### config.mk
export PLATFORM = sky130hd
export DESIGN_NAME = dma_sequencer_skip_jump_sync
export DESIGN_NICKNAME = d
export VERILOG_FILES = /design/src/core/byte_skipper.v /design/src/core/int_status.v /design/src/core/dma_sequencer_skip_jump_sync.v
export VERILOG_INCLUDE_DIRS = /design/src /design/src/inc
export SDC_FILE = /design/constraint.sdc
export NUM_CORES = 1
export LEC_CHECK = 0
export BUFFER_PORTS_ARGS = -buffer_cell sky130_fd_sc_hd__buf_4
export CORE_MARGIN = 2
export CORE_UTILIZATION = 57
export CTS_CLUSTER_SIZE = 16
export DETAILED_ROUTE_END_ITERATION = 7
export PLACE_DENSITY = 0.81
export SETUP_SLACK_MARGIN = 0.5
export SLEW_MARGIN = 30
export SYNTH_ARGS = -nofsm -noshare
export SYNTH_HDL_FRONTEND = slang
export SYNTH_SLANG_ARGS = --single-unit
### constraint.sdc
create_clock -name mclk -period 4.17 [get_ports mclk]
set_clock_uncertainty 0.1 [all_clocks]
set_input_delay 0.834 -clock mclk [delete_from_list [all_inputs] [get_ports mclk]]
set_output_delay 0.834 -clock mclk [all_outputs]
set_load 0.02 [all_outputs]
### src/inc/seq_regs.vh
`ifndef SEQ_REGS_VH
`define SEQ_REGS_VH

// instruction fields
`define OPC_HI 31
`define OPC_LO 28
`define LINE_FIRST_BIT 27
`define LINE_LAST_BIT 26
`define IRQ_BIT 24
`define PSB_SET_HI 23
`define PSB_SET_LO 20
`define PSB_CLR_HI 19
`define PSB_CLR_LO 16
`define CNT_HI 11
`define CNT_LO 0
`define CNT3_HI 27
`define CNT3_LO 16
`define SYNC_SUPP_BIT 15
`define SYNC_CODE_HI 3
`define SYNC_CODE_LO 0

// opcodes
`define OP_SKIP 4'h2
`define OP_JUMP 4'h7
`define OP_SYNC 4'h8
`define OP_PSKIP 4'ha

// apb byte offsets
`define REG_CTRL 12'h000
`define REG_START 12'h004
`define REG_INT_STAT 12'h008
`define REG_INT_MASK 12'h00c
`define REG_PC 12'h010
`define REG_SEQ_STAT 12'h014

// int status bits
`define INT_DONE 0
`define INT_ERR 1
`define INT_FSE 2
`define INT_W 3

// reset values and misc
`define ZERO32 32'h0000_0000
`define DWORD_STEP 32'h0000_0004
`define ALIGN_MASK 32'hffff_fffc
`define SYNC_VALID_DEF 16'h7ffe
`define LANES 3'h4

`endif

### src/core/byte_skipper.v
`timescale 1ns/10ps
`include "seq_regs.vh"
module byte_skipper #(
  parameter CW = 12
) (
  input wire mclk,
  input wire rst_b,
  input wire start,
  input wire [CW-1:0] count,
  input wire flush,
  input wire avail,
  output wire pop,
  output wire done
);
  reg busy_q;
  reg [CW-1:0] rem_q;
  reg [1:0] lane_q;
  wire [2:0] room;
  wire [2:0] take;
  wire [2:0] lane_sum;

  // bytes left in the head dword versus bytes still owed
  assign room = `LANES - {1'b0, lane_q};
  assign take = (rem_q < {{(CW-3){1'b0}}, room}) ? rem_q[2:0] : room;
  assign lane_sum = {1'b0, lane_q} + take;
  // a dword is popped only once its last lane is consumed
  assign pop = busy_q && avail && lane_sum[2];
  assign done = !busy_q;

  always @(posedge mclk) begin
    if (!rst_b) begin
      busy_q <= 1'b0;
      rem_q <= {CW{1'b0}};
      lane_q <= 2'h0;
    end else if (flush) begin
      busy_q <= 1'b0;
      rem_q <= {CW{1'b0}};
      lane_q <= 2'h0;
    end else if (start) begin
      busy_q <= (count != {CW{1'b0}});
      rem_q <= count;
    end else if (busy_q && avail) begin
      // partial dwords leave the lane pointer mid-word for the next skip
      rem_q <= rem_q - {{(CW-3){1'b0}}, take};
      lane_q <= lane_sum[1:0];
      busy_q <= (rem_q != {{(CW-3){1'b0}}, take});
    end
  end
endmodule // byte_skipper

### src/core/int_status.v
`timescale 1ns/10ps
`include "seq_regs.vh"
module int_status #(
  parameter W = `INT_W
) (
  input wire mclk,
  input wire rst_b,
  input wire [W-1:0] events,
  input wire clr_we,
  input wire mask_we,
  input wire [W-1:0] wdata,
  output reg [W-1:0] stat_q,
  output reg [W-1:0] mask_q,
  output wire irq
);
  always @(posedge mclk) begin
    if (!rst_b) begin
      stat_q <= {W{1'b0}};
      mask_q <= {W{1'b0}};
    end else begin
      // set beats a simultaneous write-one-to-clear
      stat_q <= (stat_q & ~(clr_we ? wdata : {W{1'b0}})) | events;
      if (mask_we) begin
        mask_q <= wdata;
      end
    end
  end

  assign irq = |(stat_q & mask_q);
endmodule // int_status

### src/core/dma_sequencer_skip_jump_sync.v
// Implementation choices: the placing of the registers and the APB register port.
`timescale 1ns/10ps
`include "seq_regs.vh"
module dma_sequencer_skip_jump_sync #(
  parameter CW = 12,
  parameter [15:0] SYNC_VALID = `SYNC_VALID_DEF
) (
  input wire mclk,
  input wire rst_b,
  // apb slave
  input wire psel,
  input wire penable,
  input wire pwrite,
  input wire [11:0] paddr,
  input wire [31:0] pwdata,
  output reg [31:0] prdata,
  output wire pready,
  output wire pslverr,
  // instruction fetch
  output wire fetch_req,
  output wire [31:0] fetch_addr,
  input wire fetch_ack,
  input wire [31:0] fetch_data,
  // fifo discard port
  input wire [2:0] fifo_avail,
  input wire [3:0] fifo_status,
  input wire field_sync_error,
  output wire [2:0] fifo_pop,
  // status
  output wire line_first_flag,
  output wire line_last_flag,
  output wire [3:0] program_status_bits,
  output wire irq
);
  localparam S_IDLE = 3'h0;
  localparam S_FETCH0 = 3'h1;
  localparam S_FETCH1 = 3'h2;
  localparam S_SKIP = 3'h3;
  localparam S_SYNC = 3'h4;
  localparam S_DONE = 3'h5;
  localparam S_HALT = 3'h6;

  function op_known;
    input [3:0] op;
    begin
      op_known = (op == `OP_SKIP) || (op == `OP_PSKIP) ||
                 (op == `OP_JUMP) || (op == `OP_SYNC);
    end
  endfunction

  function op_two_dword;
    input [3:0] op;
    begin
      op_two_dword = (op == `OP_PSKIP) || (op == `OP_JUMP) || (op == `OP_SYNC);
    end
  endfunction

  reg [2:0] state_q;
  reg [2:0] state_d;
  reg [31:0] pc_q;
  reg [31:0] start_q;
  reg enable_q;
  reg enable_prev_q;
  reg [31:0] ir0_q;
  reg [31:0] ir1_q;
  reg [3:0] psb_q;
  reg [`INT_W-1:0] events;
  reg [2:0] skip_start;
  reg skip_flush;

  wire [3:0] op0;
  wire [3:0] fetch_op;
  wire [3:0] sync_code;
  wire sync_match;
  wire [2:0] skip_pop;
  wire [2:0] skip_done;
  wire [2:0] sync_pop;
  wire wr_en;
  wire rd_en;
  wire map_hit;
  wire [`INT_W-1:0] int_stat;
  wire [`INT_W-1:0] int_mask;
  wire enable_rise;

  ////////////////////////////////////////////////////////////////////////////
  // apb slave: zero wait states, unmapped offsets answer with pslverr

  assign pready = 1'b1;
  assign wr_en = psel && penable && pwrite;
  assign rd_en = psel && !pwrite;
  assign map_hit = (paddr == `REG_CTRL) || (paddr == `REG_START) ||
                   (paddr == `REG_INT_STAT) || (paddr == `REG_INT_MASK) ||
                   (paddr == `REG_PC) || (paddr == `REG_SEQ_STAT);
  assign pslverr = psel && penable && !map_hit;

  always @(posedge mclk) begin
    if (!rst_b) begin
      enable_q <= 1'b0;
      start_q <= `ZERO32;
    end else if (wr_en) begin
      if (paddr == `REG_CTRL) begin
        enable_q <= pwdata[0];
      end
      if (paddr == `REG_START) begin
        start_q <= pwdata & `ALIGN_MASK;
      end
    end
  end

  // read data is registered in the setup cycle so it is stable in the access cycle
  always @(posedge mclk) begin
    if (!rst_b) begin
      prdata <= `ZERO32;
    end else if (rd_en && !penable) begin
      case (paddr)
        `REG_CTRL: prdata <= {31'h0000_0000, enable_q};
        `REG_START: prdata <= start_q;
        `REG_INT_STAT: prdata <= {29'h0000_0000, int_stat};
        `REG_INT_MASK: prdata <= {29'h0000_0000, int_mask};
        `REG_PC: prdata <= pc_q;
        `REG_SEQ_STAT: prdata <= {25'h000_0000, psb_q, state_q};
        default: prdata <= `ZERO32;
      endcase
    end
  end

  int_status #(
    .W(`INT_W)
  ) u_int (
    .mclk(mclk),
    .rst_b(rst_b),
    .events(events),
    .clr_we(wr_en && (paddr == `REG_INT_STAT)),
    .mask_we(wr_en && (paddr == `REG_INT_MASK)),
    .wdata(pwdata[`INT_W-1:0]),
    .stat_q(int_stat),
    .mask_q(int_mask),
    .irq(irq)
  );

  ////////////////////////////////////////////////////////////////////////////
  // sequencer

  assign op0 = ir0_q[`OPC_HI:`OPC_LO];
  assign fetch_op = fetch_data[`OPC_HI:`OPC_LO];
  assign sync_code = ir0_q[`SYNC_CODE_HI:`SYNC_CODE_LO];
  assign sync_match = fifo_avail[0] && (fifo_status == sync_code);
  assign enable_rise = enable_q && !enable_prev_q;
  assign fetch_req = (state_q == S_FETCH0) || (state_q == S_FETCH1);
  assign fetch_addr = pc_q;

  // sync throws away whole dwords from every fifo until the status lines up
  assign sync_pop = (state_q == S_SYNC && !sync_match) ? fifo_avail : 3'h0;
  assign fifo_pop = skip_pop | sync_pop;

  assign line_first_flag = (state_q == S_SKIP) && ir0_q[`LINE_FIRST_BIT];
  assign line_last_flag = (state_q == S_SKIP) && ir0_q[`LINE_LAST_BIT];
  assign program_status_bits = psb_q;

  always @* begin
    state_d = state_q;
    skip_start = 3'h0;
    skip_flush = 1'b0;
    events = {`INT_W{1'b0}};
    case (state_q)
      S_IDLE: begin
        if (enable_rise) begin
          state_d = S_FETCH0;
        end
      end
      S_FETCH0: begin
        if (fetch_ack) begin
          if (!op_known(fetch_op)) begin
            state_d = S_HALT;
            events[`INT_ERR] = 1'b1;
          end else if (op_two_dword(fetch_op)) begin
            state_d = S_FETCH1;
          end else begin
            state_d = S_SKIP;
            skip_start = 3'h1;
          end
        end
      end
      S_FETCH1: begin
        if (fetch_ack) begin
          if (op0 == `OP_PSKIP) begin
            state_d = S_SKIP;
            skip_start = 3'h7;
          end else if (op0 == `OP_JUMP) begin
            state_d = S_DONE;
          end else if (!SYNC_VALID[sync_code]) begin
            state_d = S_HALT;
            events[`INT_ERR] = 1'b1;
          end else begin
            state_d = S_SYNC;
          end
        end
      end
      S_SKIP: begin
        if (&skip_done) begin
          state_d = S_DONE;
        end
      end
      S_SYNC: begin
        events[`INT_FSE] = field_sync_error && !ir0_q[`SYNC_SUPP_BIT];
        if (sync_match) begin
          state_d = S_DONE;
          skip_flush = 1'b1;
        end
      end
      S_DONE: begin
        events[`INT_DONE] = ir0_q[`IRQ_BIT];
        state_d = S_FETCH0;
      end
      S_HALT: begin
        // stays halted until software drops and raises the enable again
        if (!enable_q) begin
          state_d = S_IDLE;
        end
      end
      default: state_d = S_IDLE;
    endcase
    if (!enable_q) begin
      state_d = S_IDLE;
    end
  end

  always @(posedge mclk) begin
    if (!rst_b) begin
      state_q <= S_IDLE;
      enable_prev_q <= 1'b0;
      pc_q <= `ZERO32;
      ir0_q <= `ZERO32;
      ir1_q <= `ZERO32;
      psb_q <= 4'h0;
    end else begin
      state_q <= state_d;
      enable_prev_q <= enable_q;
      if (state_q == S_IDLE && enable_rise) begin
        pc_q <= start_q;
      end
      if (state_q == S_FETCH0 && fetch_ack) begin
        ir0_q <= fetch_data;
        pc_q <= pc_q + `DWORD_STEP;
      end
      if (state_q == S_FETCH1 && fetch_ack) begin
        ir1_q <= fetch_data;
        if (op0 == `OP_JUMP) begin
          // low bits are ignored: the target is always a dword address
          pc_q <= fetch_data & `ALIGN_MASK;
        end else begin
          pc_q <= pc_q + `DWORD_STEP;
        end
      end
      if (state_q == S_DONE) begin
        // set wins where a bit is both set and reset
        psb_q <= (psb_q & ~ir0_q[`PSB_CLR_HI:`PSB_CLR_LO]) |
                 ir0_q[`PSB_SET_HI:`PSB_SET_LO];
      end
    end
  end

  ////////////////////////////////////////////////////////////////////////////
  // byte skippers, one per fifo; counts come straight off the fetch bus, except the planar luma count, which comes from ir0_q

  byte_skipper #(
    .CW(CW)
  ) u_skip_luma (
    .mclk(mclk),
    .rst_b(rst_b),
    .start(skip_start[0]),
    .count(state_q == S_FETCH1 ? ir0_q[`CNT_HI:`CNT_LO] : fetch_data[`CNT_HI:`CNT_LO]),
    .flush(skip_flush),
    .avail(fifo_avail[0]),
    .pop(skip_pop[0]),
    .done(skip_done[0])
  );

  byte_skipper #(
    .CW(CW)
  ) u_skip_c2 (
    .mclk(mclk),
    .rst_b(rst_b),
    .start(skip_start[1]),
    .count(fetch_data[`CNT_HI:`CNT_LO]),
    .flush(skip_flush),
    .avail(fifo_avail[1]),
    .pop(skip_pop[1]),
    .done(skip_done[1])
  );

  byte_skipper #(
    .CW(CW)
  ) u_skip_c3 (
    .mclk(mclk),
    .rst_b(rst_b),
    .start(skip_start[2]),
    .count(fetch_data[`CNT3_HI:`CNT3_LO]),
    .flush(skip_flush),
    .avail(fifo_avail[2]),
    .pop(skip_pop[2]),
    .done(skip_done[2])
  );
endmodule // dma_sequencer_skip_jump_sync

# Word-level counts from Yosys, hierarchy flattened
# Memories as Yosys holds them, arrays and structs flattened. A register that Yosys moved wholly into a read port is not among the register bits.
# Cells that the tools add are included.
dict set report totals {
  rom_bits 16
  elab_cells 188
  n_memories 1
  out_inout_bits 77
  ff_bits 186
  in_bits 90
}
dict set report classes {
  eq_ne 26
  n_reduce_logical 61
  add_sub_neg 10
  n_bitwise 13
  order_cmp 4
  mux 54
}
# memory depth width read_ports rd_clocked_by_memory_dff write_ports line
set mem_list {}
lappend mem_list {{(name not given)} 16 1 1 1 0 dma_sequencer_skip_jump_sync.v:191} ;# end else if (!SYNC_VALID[sync_code]) begin
# operator n
set op_table {}
lappend op_table {{32-bit one-hot mux with 6 select lines} 1}
lappend op_table {{32-bit two-way mux} 4}
lappend op_table {{12-bit two-way mux} 7}
lappend op_table {{3-bit two-way mux} 14}
lappend op_table {{12-bit by 3-bit less-than comparator with 1-bit output} 3}
lappend op_table {{12-bit by 3-bit != test with 1-bit output} 3}
lappend op_table {{12-bit nonzero test} 3}
lappend op_table {{12-bit by 3-bit subtractor with 12-bit output} 3}
lappend op_table {{32-bit by 3-bit adder with 32-bit output, second input constant} 1}
lappend op_table {{12-bit by 4-bit == test with 1-bit output, second input constant} 2}
lappend op_table {{12-bit by 5-bit == test with 1-bit output, second input constant} 2}
lappend op_table {{1-bit logical AND} 22}
lappend op_table {{1-bit two-way mux} 21}
lappend op_table {{3-bit one-hot mux with 7 select lines} 1}
lappend op_table {{12-bit by 3-bit == test with 1-bit output, second input constant} 1}
lappend op_table {{4-bit == test, second input constant} 3}
lappend op_table {{12-bit zero test} 1}
lappend op_table {{2-bit AND reduction} 6}
lappend op_table {{1-bit logical OR} 11}
lappend op_table {{2-bit by 3-bit adder with 3-bit output} 3}
lappend op_table {{3-bit == test, second input constant} 3}
lappend op_table {{1-bit zero test} 9}
lappend op_table {{3-bit by 2-bit subtractor with 3-bit output, first input constant} 3}
lappend op_table {{4-bit by 3-bit == test with 1-bit output, second input constant} 2}
lappend op_table {{25 further kinds} 39}

# Longest topological paths before layout
# Gate-level depths: netlist of the first run.
dict set report depth {
  ltp_word 9
  ltp_mapped 16
  depth_no_buf 16
}

# By module
# From an unflattened synthesis of the first run, not the netlist that was laid out.
dict set report hier_totals {
  cells_unflattened 1259
  hier_area_um2 10361.2
}
# mod instances area_each_um2 seq_area_each_um2 cells_each
set modules_own_cells {}
lappend modules_own_cells {dma_sequencer_skip_jump_sync 1 6782.8 2602.5 826}
lappend modules_own_cells {{byte_skipper at u_skip_c2 ...} 2 1102.3 300.3 135}
lappend modules_own_cells {{byte_skipper at u_skip_luma} 1 1146.1 300.3 140}
lappend modules_own_cells {int_status 1 227.7 120.1 23}

# Least setup slack after synthesis of the first run
# Ideal clock, no wire load.
dict set report synth_path {
  path_type {register to output}
  startpoint {register u_skip_luma.lane_q[0]}
  endpoint {output port fifo_pop[0]}
  n_path_buf 0
  stages_incl_launch_ff 14
  arrival_ps 2859
  t_required_ps 3236
  path_slack_ps 377
  cell_sequence {dfxtp_1 -> inv_1 -> ha_1 -> inv_1 -> ha_1 -> o21ai_0 -> a31oi_1 -> or3_1 -> o21ai_1 -> ha_1 -> inv_1 -> fa_1 -> nor4_1 -> a211o_1}
}
dict set report synth_via {
  elab_chain_cells 6
}
# element line
set synth_rtl {}
lappend synth_rtl {{start: declaration} byte_skipper.v:17} ;# reg [1:0] lane_q;
lappend synth_rtl {{start signal: assignment} byte_skipper.v:45} ;# lane_q <= lane_sum[1:0];
lappend synth_rtl {{3-bit by 2-bit subtractor with 3-bit output (no source line)} -}
lappend synth_rtl {{12-bit by 3-bit less-than comparator with 1-bit output} byte_skipper.v:24} ;# assign take = (rem_q < {{(CW-3){1'b0}}, room}) ? rem_q[2:0] : room;
lappend synth_rtl {{3-bit two-way mux} byte_skipper.v:24}
lappend synth_rtl {{2-bit by 3-bit adder with 3-bit output *} byte_skipper.v:25} ;# assign lane_sum = {1'b0, lane_q} + take;
lappend synth_rtl {{1-bit logical AND *} byte_skipper.v:27} ;# assign pop = busy_q && avail && lane_sum[2];
lappend synth_rtl {{3-bit bitwise OR *} dma_sequencer_skip_jump_sync.v:154} ;# assign fifo_pop = skip_pop | sync_pop;
lappend synth_rtl {{end: declaration} dma_sequencer_skip_jump_sync.v:28} ;# output wire [2:0] fifo_pop,
# Mark *: on every way between the ends. The rest lies on a longest branch, timed or not.

# Final worst setup path of the first run
dict set report layout_path {
  startpoint {register u_skip_c2.lane_q[0]}
  endpoint {output port fifo_pop[1]}
}
dict set report layout_via {
  elab_chain_cells 6
}
# element line
set layout_rtl {}
lappend layout_rtl {{start: declaration} byte_skipper.v:17}
lappend layout_rtl {{start signal: assignment} byte_skipper.v:45}
lappend layout_rtl {{3-bit by 2-bit subtractor with 3-bit output (no source line)} -}
lappend layout_rtl {{12-bit by 3-bit less-than comparator with 1-bit output} byte_skipper.v:24}
lappend layout_rtl {{3-bit two-way mux} byte_skipper.v:24}
lappend layout_rtl {{2-bit by 3-bit adder with 3-bit output *} byte_skipper.v:25}
lappend layout_rtl {{1-bit logical AND *} byte_skipper.v:27}
lappend layout_rtl {{3-bit bitwise OR *} dma_sequencer_skip_jump_sync.v:154}
# Marks and branches as above.

==> impl_metrics.tcl, run 1 <==
set metrics [dict create \
    status "complete, but fails checks" \
    violations "negative setup slack" \
    path_cells "inv_2 > ha_4 > inv_1 > ha_1 > o21ai_2 > a31oi_2 > nor3_2 > buf_4 > o21ai_2 > ha_2 > inv_2 > fa_2 > nor2_1 > and3_1 > a211o_1 > buf_4" \
    synth_edf_count 0 \
    die_y_um 135 \
    post-route-period-util_pct 100 \
    power_w 0.00365 \
    cp-start-kind "register" \
    post-route-util_pct 74.5 \
    drv_cap 0 \
    worst-path-max-fanout 4 \
    die_area_mm2 0.0182 \
    numCtsBuffers 17 \
    dp_cells 1562 \
    route.detailed.drc 0 \
    path_class "reg2out" \
    die_w_um 135 \
    fin_area_mm2 0.0124 \
    cp-end-kind "output port" \
    synth_area_mm2 0.00975 \
    cts_tree "yes" \
    hold_buffers 0 \
    max_freq_mhz 239 \
    gr-total-overflow 0 \
    grt_pass1_wl_um 49900 \
    p_int_w 0.00282 \
    place.gp.congestion 0.957 \
    rows 47 \
    avgSynthCellArea_um2 7.82 \
    numPortBuffers 163 \
    async_flop_share_pct 0 \
    hold_viol_final 0 \
    ant_nets 0 \
    ys_warn_count 0 \
    wirelength_um 32500 \
    worst_slack_ns -0.0144 \
    via_count 10600 \
    synth_ff_type "dfxtp_1" \
    cpPeakStageDelay_ns 0.38 \
    pwr-share-comb_pct 4.6 \
    min_period_ns 4.18 \
    grt_antenna_before_repair 0 \
    required_ns 3.24 \
    track_usage_pct 34.4 \
    drive_gt1_share_pct 24.1 \
    fin_cells 1630 \
    vdd_ir_drop_max_v 0.000325 \
    drt-pass1-iter-count 6 \
    yosysUniqueCellTypes 70 \
    switching_share_pct 22.7 \
    power.switching_w 0.000827 \
    grt_max_degree 51 \
    tns_ns -0.0212 \
    pwr-share-seq_pct 47.3 \
    fin_nets 1515 \
    placeableCoreArea_mm2 0.0166 \
    synth.ff_latch_count 181 \
    drt_iter0_markers 1301 \
    p_per_area_mw_per_mm2 294 \
    area_delta_synth_final_pct 27.2 \
    clock_latency_ns 0.44 \
    viasPerCell 6.47 \
    rsz0062_at_grt "true" \
    initial_core_util_pct 58.6 \
    clockBufferDepth 2 \
    io_pins 167 \
    clkPwrFrac_pct 48.1 \
    dp.final_hpwl_um 21200 \
    cts_root_buf "clkbuf_16" \
    synthCells 1246 \
    setup_viol 2 \
    hp-class "reg2reg" \
    cts.sinks 181 \
    arrival_ns 3.25 \
    dpl_cell_area_mm2 0.0111 \
    relSlewSlack_pct 35.4 \
    wire_per_inst_um 19.9 \
    worstMarginPinSlew_ns 0.962 \
    ys_seq_area_share_pct 37.2 \
    timing_max_transition_violations_final 0 \
    h-tree-depth 4 \
    p_leak_nw 4.54 \
    first_global_vias 9661 \
    cpMaxStageDelayCell "fa_2" \
    path_clk_slew_ns 0.07 \
    diodes 0 \
]
==> layer usage <==
metal | GRT usage (%) | share of wire (%) | up-vias
li1 | - | - | 4846
met1 | 44.8 | 41 | 4981
met2 | 55.2 | 47 | 611
met3 | 6.53 | 8.2 | 113
met4 | 16.3 | 3.9 | 0
met5 | 0 | 0 | -
==> Yosys cell counts (all sizes together) (8+ instances only) <==
| cell | instances | share of area, % |
|---|---|---|
| buf | 18 | 0.91 |
| a31oi | 15 | 1.0 |
| o21ai | 77 | 4.0 |
| a221oi | 9 | 0.81 |
| or3 | 8 | 0.56 |
| and3 | 13 | 0.83 |
| and2 | 12 | 0.77 |
| nand3 | 25 | 1.3 |
| a21oi | 105 | 5.4 |
| xnor2 | 11 | 0.99 |
| nand4 | 20 | 1.3 |
| a211oi | 48 | 3.7 |
| clkbuf | 69 | 2.7 |
| mux2i | 8 | 0.82 |
| nor2b | 22 | 1.4 |
| o31ai | 10 | 0.77 |
| nor2 | 79 | 3.0 |
| dfxtp | 181 | 37 |
| ha | 22 | 2.8 |
| nand2b | 8 | 0.51 |
| xor2 | 20 | 1.8 |
| nor4 | 22 | 1.4 |
| or4 | 13 | 1.0 |
| a22oi | 40 | 3.1 |
| a22o | 9 | 0.81 |
| nand2 | 216 | 8.3 |
| inv | 33 | 1.3 |
| nor3 | 25 | 1.3 |
==> sequential cells by signal (all words and copies together), names as in the netlist, 2 cells and up, named ones only <==
| register | count |
|---|---|
| prdata | 32 |
| fetch_addr | 30 |
| start_q | 30 |
| ir0_q | 28 |
| u_skip_c2.rem_q | 12 |
| u_skip_c3.rem_q | 12 |
| u_skip_luma.rem_q | 12 |
| program_status_bits | 4 |
| state_q | 3 |
| u_int.mask_q | 3 |
| u_int.stat_q | 3 |
| u_skip_c2.lane_q | 2 |
| u_skip_c3.lane_q | 2 |
| u_skip_luma.lane_q | 2 |
==> stage by stage <==
stage | worst slack [ns] | hold WS [ns]
floorplan | 0.484 | 0.332
global placement | 0.296 | 0.337
detailed placement | 0.166 | 0.343
CTS | -0.00881 | 0.352
global route | -0.0808 | 0.370
finish | -0.0144 | 0.354
==> placed cells by master (no fill, tap or decap), types with 9 or more instances in the layout <==
master	instances
nand2_1	214
buf_4	205
dfxtp_1	172
a21oi_1	102
nor2_1	76
o21ai_0	55
a211oi_1	44
a22oi_1	40
nand3_1	24
inv_1	23
nor3_1	22
nand4_1	20
xor2_1	19
nor2b_1	19
nor4_1	18
clkbuf_16	17
and3_1	13
o21ai_1	13
buf_6	13
a31oi_1	12
ha_1	12
xnor2_1	10
o31ai_1	10
or4_1	10
and2_1	9
a221oi_1	9
a22o_1	9
==> worst paths after layout <==
kind / startpoint / depth (start not counted) / endpoint / slack [ns]
min: prdata[7] / 2 / prdata[7] / 0.35
max reg2reg: u_skip_c3.lane_q[1] / 21 / u_skip_c3.rem_q[10] / 0.17
max: u_skip_c2.lane_q[0] / 16 / fifo_pop[1] / -0.01
min reg2reg: prdata[7] / 2 / prdata[7] / 0.35
==> worst max-delay path: cells and delay by family (launching register included) <==
family | cells | cell delay, ns
adder cells (fa/ha/maj) | 4 | 1.11
AO/OA/AOI/OAI | 4 | 0.52
AND/OR/NAND/NOR | 3 | 0.38
buffers and inverters | 5 | 0.42
flip-flops | 1 | 0.36
==> timing repair <==
item	in CTS	in global routing
gates resized for setup	65	39
setup buffers	25	11
hold endpoints to repair	0	0
setup endpoints to repair	22	22
pin swaps	20	31
==> cells by family (layout without fill, tap and decap cells) <==
family	after synthesis	in the layout	share of synthesized area (%)
DFF	181	181	37.2
xor gates and xnor gates	31	31	2.79
other	2	3	0.0771
and+or+nand+nor	502	502	25.3
buffers and inverters	120	283	4.84
muxes	11	11	1.17
AOI/OAI and AO/OA	371	371	24.6
adders and majority gates	28	28	4.06
==> power groups by stage <==
| stage | logic, W | registers [W] | clock network, W |
|---|---|---|---|
| 2_1_floorplan | 0.0000511 | 0.00177 | 0 |
| 4_1_cts | 0.000162 | 0.00173 | 0.00176 |
| 6_report | 0.000167 | 0.00173 | 0.00176 |
| 3_3_place_gp | 0.000161 | 0.00177 | 0 |
| 3_5_place_dp | 0.000161 | 0.00177 | 0 |
| 5_1_grt | 0.000173 | 0.00173 | 0.00182 |
==> final cells by class <==
type / count / area (µm²)
fill: 1273 / 4240
timing repair buffer: 218 / 1690
sequential: 181 / 3640
multi-input combinational: 946 / 6030
inverter: 33 / 129
clock buffer: 19 / 443
tap: 220 / 275
clock inverter: 13 / 194
Power figures use the tool's default switching activity.
==> run 2, diff against run 1 <==
--- a/config.mk
+++ b/config.mk
@@ -11,8 +11,9 @@
 export CORE_UTILIZATION = 57
 export CTS_CLUSTER_SIZE = 16
 export DETAILED_ROUTE_END_ITERATION = 7
+export GPL_TIMING_DRIVEN = 0
 export PLACE_DENSITY = 0.81
-export SETUP_SLACK_MARGIN = 0.5
+export SETUP_SLACK_MARGIN = 0.4
 export SLEW_MARGIN = 30
 export SYNTH_ARGS = -nofsm -noshare
 export SYNTH_HDL_FRONTEND = slang
==> impl_metrics.tcl, run 2 (same netlist as run 1, synthesis figures left out) <==
set metrics [dict create \
    ant_nets 0 \
    viasPerCell 6.39 \
    switching_share_pct 24.5 \
    hold_viol_final 0 \
    largest_reg_flops 32 \
    die_w_um 135 \
    regArea_mm2 0.00364 \
    placeableCoreArea_mm2 0.0166 \
    track_usage_pct 36.2 \
    min_period_ns 4.21 \
    drt-pass1-iter-count 6 \
    worst-path-max-fanout 3 \
    die_y_um 135 \
    grt_use_met3_pct 5.86 \
    min_from "ir0_q[27]" \
    gr-total-overflow 0 \
    cpPeakStageDelay_ns 0.55 \
    cpMaxStageDelayCell "or4_4" \
    grt_max_degree 18 \
    clkPwrFrac_pct 46.0 \
    relSlewSlack_pct 39.7 \
    rows 47 \
    h-tree-depth 4 \
    post-route-period-util_pct 101 \
    hp-class "reg2reg" \
    pwr-share-comb_pct 5.0 \
    wirelength_um 33600 \
    r2r_start "u_skip_c3.lane_q[0]" \
    die_area_mm2 0.0182 \
    cts.sinks 181 \
    hold_buffers 0 \
    status "complete, but fails checks" \
    cp-start-kind "register" \
    layout_common_cells "nand2_1 (215), buf_4 (180), dfxtp_1 (171)" \
    reg2reg_to "u_skip_c3.rem_q[10]" \
    worstMarginPinSlew_ns 0.893 \
    hold_slack_ns 0.354 \
    worst_slack_ns -0.0378 \
    drive_gt1_share_pct 19.9 \
    crit_top_cell "or3_4" \
    met1_usage_pct 52.6 \
    first_global_vias 9588 \
    p_per_area_mw_per_mm2 288 \
    path_cells "or4_4 > or3_4 > or3_4 > o21ai_4 > ha_2 > inv_2 > fa_2 > o2111a_1 > a211o_1 > buf_6" \
    drv_cap 0 \
    violations "negative setup slack" \
    dp_slack_ns 0.135 \
    grt_use_met2_pct 54.3 \
    drt_iter0_markers 1473 \
    dp.final_hpwl_um 24700 \
    regMostFlops "prdata" \
    clock_latency_ns 0.44 \
    power.switching_w 0.000863 \
    numPortBuffers 161 \
    fin_nets 1564 \
    setup_viol 1 \
    path_clk_slew_ns 0.07 \
    vdd_ir_drop_max_v 0.000308 \
    diodes 0 \
    io_pins 167 \
    place.gp.congestion 0.994 \
    wire_per_inst_um 20.0 \
    rsz0062_at_grt "true" \
    initial_core_util_pct 58.6 \
    dpl_cell_area_mm2 0.0112 \
    cp-end-kind "output port" \
    clockBufferDepth 2 \
    multi_input_area_mm2 0.00587 \
    crit_buf_inv 2 \
    p_int_w 0.00266 \
    final_common_cell "nand2_1" \
    cpLargestDelayFamily "simple AND/OR/NAND/NOR gates" \
    route.detailed.drc 0 \
    numCtsBuffers 17 \
    grt_pass1_wl_um 51500 \
    required_ns 3.24 \
    arrival_ns 3.27 \
    grt-busiest-layer "met2" \
    rrSetupSlack_ns 0.48 \
    p_leak_nw 4.43 \
    whs_path_depth 2 \
    path_class "reg2out" \
    area_delta_synth_final_pct 25.2 \
    timing_max_transition_violations_final 0 \
    max_freq_mhz 238 \
    r2r_cells 16 \
    fin_area_mm2 0.0122 \
    via_count 10700 \
    pwr-share-seq_pct 49.0 \
    cts_root_buf "clkbuf_16" \
    grt_antenna_before_repair 0 \
    min_to "ir0_q[27]" \
    cts_tree "yes" \
    n_fill_cell 1354 \
]
run 2: changes by cell type in the layout (fill, tap and decap cells not counted), sizes merged:
cell / previous run / this run
clkinvlp: 4 / 2
clkinv: 2 / 4
clkbuf: 19 / 87
inv: 36 / 40
bufinv: 4 / 1
buf: 218 / 198
run 2: repair_timing:
action                                  4_1_cts  5_1_grt
hold endpoints to repair                      0        0
buffers inserted                             10        9
resized for setup                            39       33
endpoints found under the setup margin       14       19
pin swaps                                    15       18
run 2: worst register-to-register path, delay by kind of cell, from the launching register on:
kind | cells | cell delay (ns)
adders and majority gates | 3 | 0.72
and+or+nand+nor | 6 | 1.62
DFF | 1 | 0.36
AOI/OAI and AO/OA | 2 | 0.37
xor gates and xnor gates | 1 | 0.11
buffers and inverters | 4 | 0.32
run 2: metrics by stage:
stage	power [W]	util, %	setup TNS (ns)	instances
after global placement	0.00194	67.5	0	1628
after global routing	0.00359	73.3	-0.147	1679
after floorplan	0.00182	-	0	1247
final	0.00352	73.3	-0.0378	1679
after CTS	0.00351	72.2	-0.188	1670
after detailed placement	0.00194	67.5	0	1628
run 2: area by class of cell:
type	count	area share [%]
sequential	181	29.8
tap	220	2.26
multi-input combinational	946	48.1
timing repair buffer	180	11.2
clock buffer	18	3.60
buffer	87	2.85
inverter	33	1.04
clock inverter	14	1.17
run 2: worst max-delay path by stage:
| stage | to | cells after the start | startpoint | slack [ns] |
|---|---|---|---|---|
| finish | fifo_pop[0] | 10 | u_skip_luma.rem_q[7] | -0.04 |
| global route | fifo_pop[0] | 10 | u_skip_luma.rem_q[7] | -0.10 |
| CTS | fifo_pop[0] | 10 | u_skip_luma.rem_q[7] | -0.1 |
| detailed placement | fifo_pop[1] | 16 | u_skip_c2.lane_q[0] | 0.13 |
| global placement | fifo_pop[1] | 16 | u_skip_c2.lane_q[0] | 0.08 |
| floorplan | fifo_pop[0] | 13 | u_skip_luma.lane_q[0] | 0.41 |
run 2: power groups by stage:
stage	combinational [W]	clock, W	sequential [W]
5_1_grt	0.000183	0.00168	0.00173
6_report	0.000176	0.00162	0.00173
2_1_floorplan	0.0000511	0	0.00177
3_3_place_gp	0.000169	0	0.00177
4_1_cts	0.000171	0.00161	0.00173
3_5_place_dp	0.000170	0	0.00177
run 2: layer usage:
| layer | vias to the layer above | routed length, µm |
|---|---|---|
| met3 | 86 | 3750 |
| met1 | 5076 | 14100 |
| li1 | 4931 | - |
| met2 | 637 | 14700 |
| met5 | - | 0 |
| met4 | 0 | 1060 |
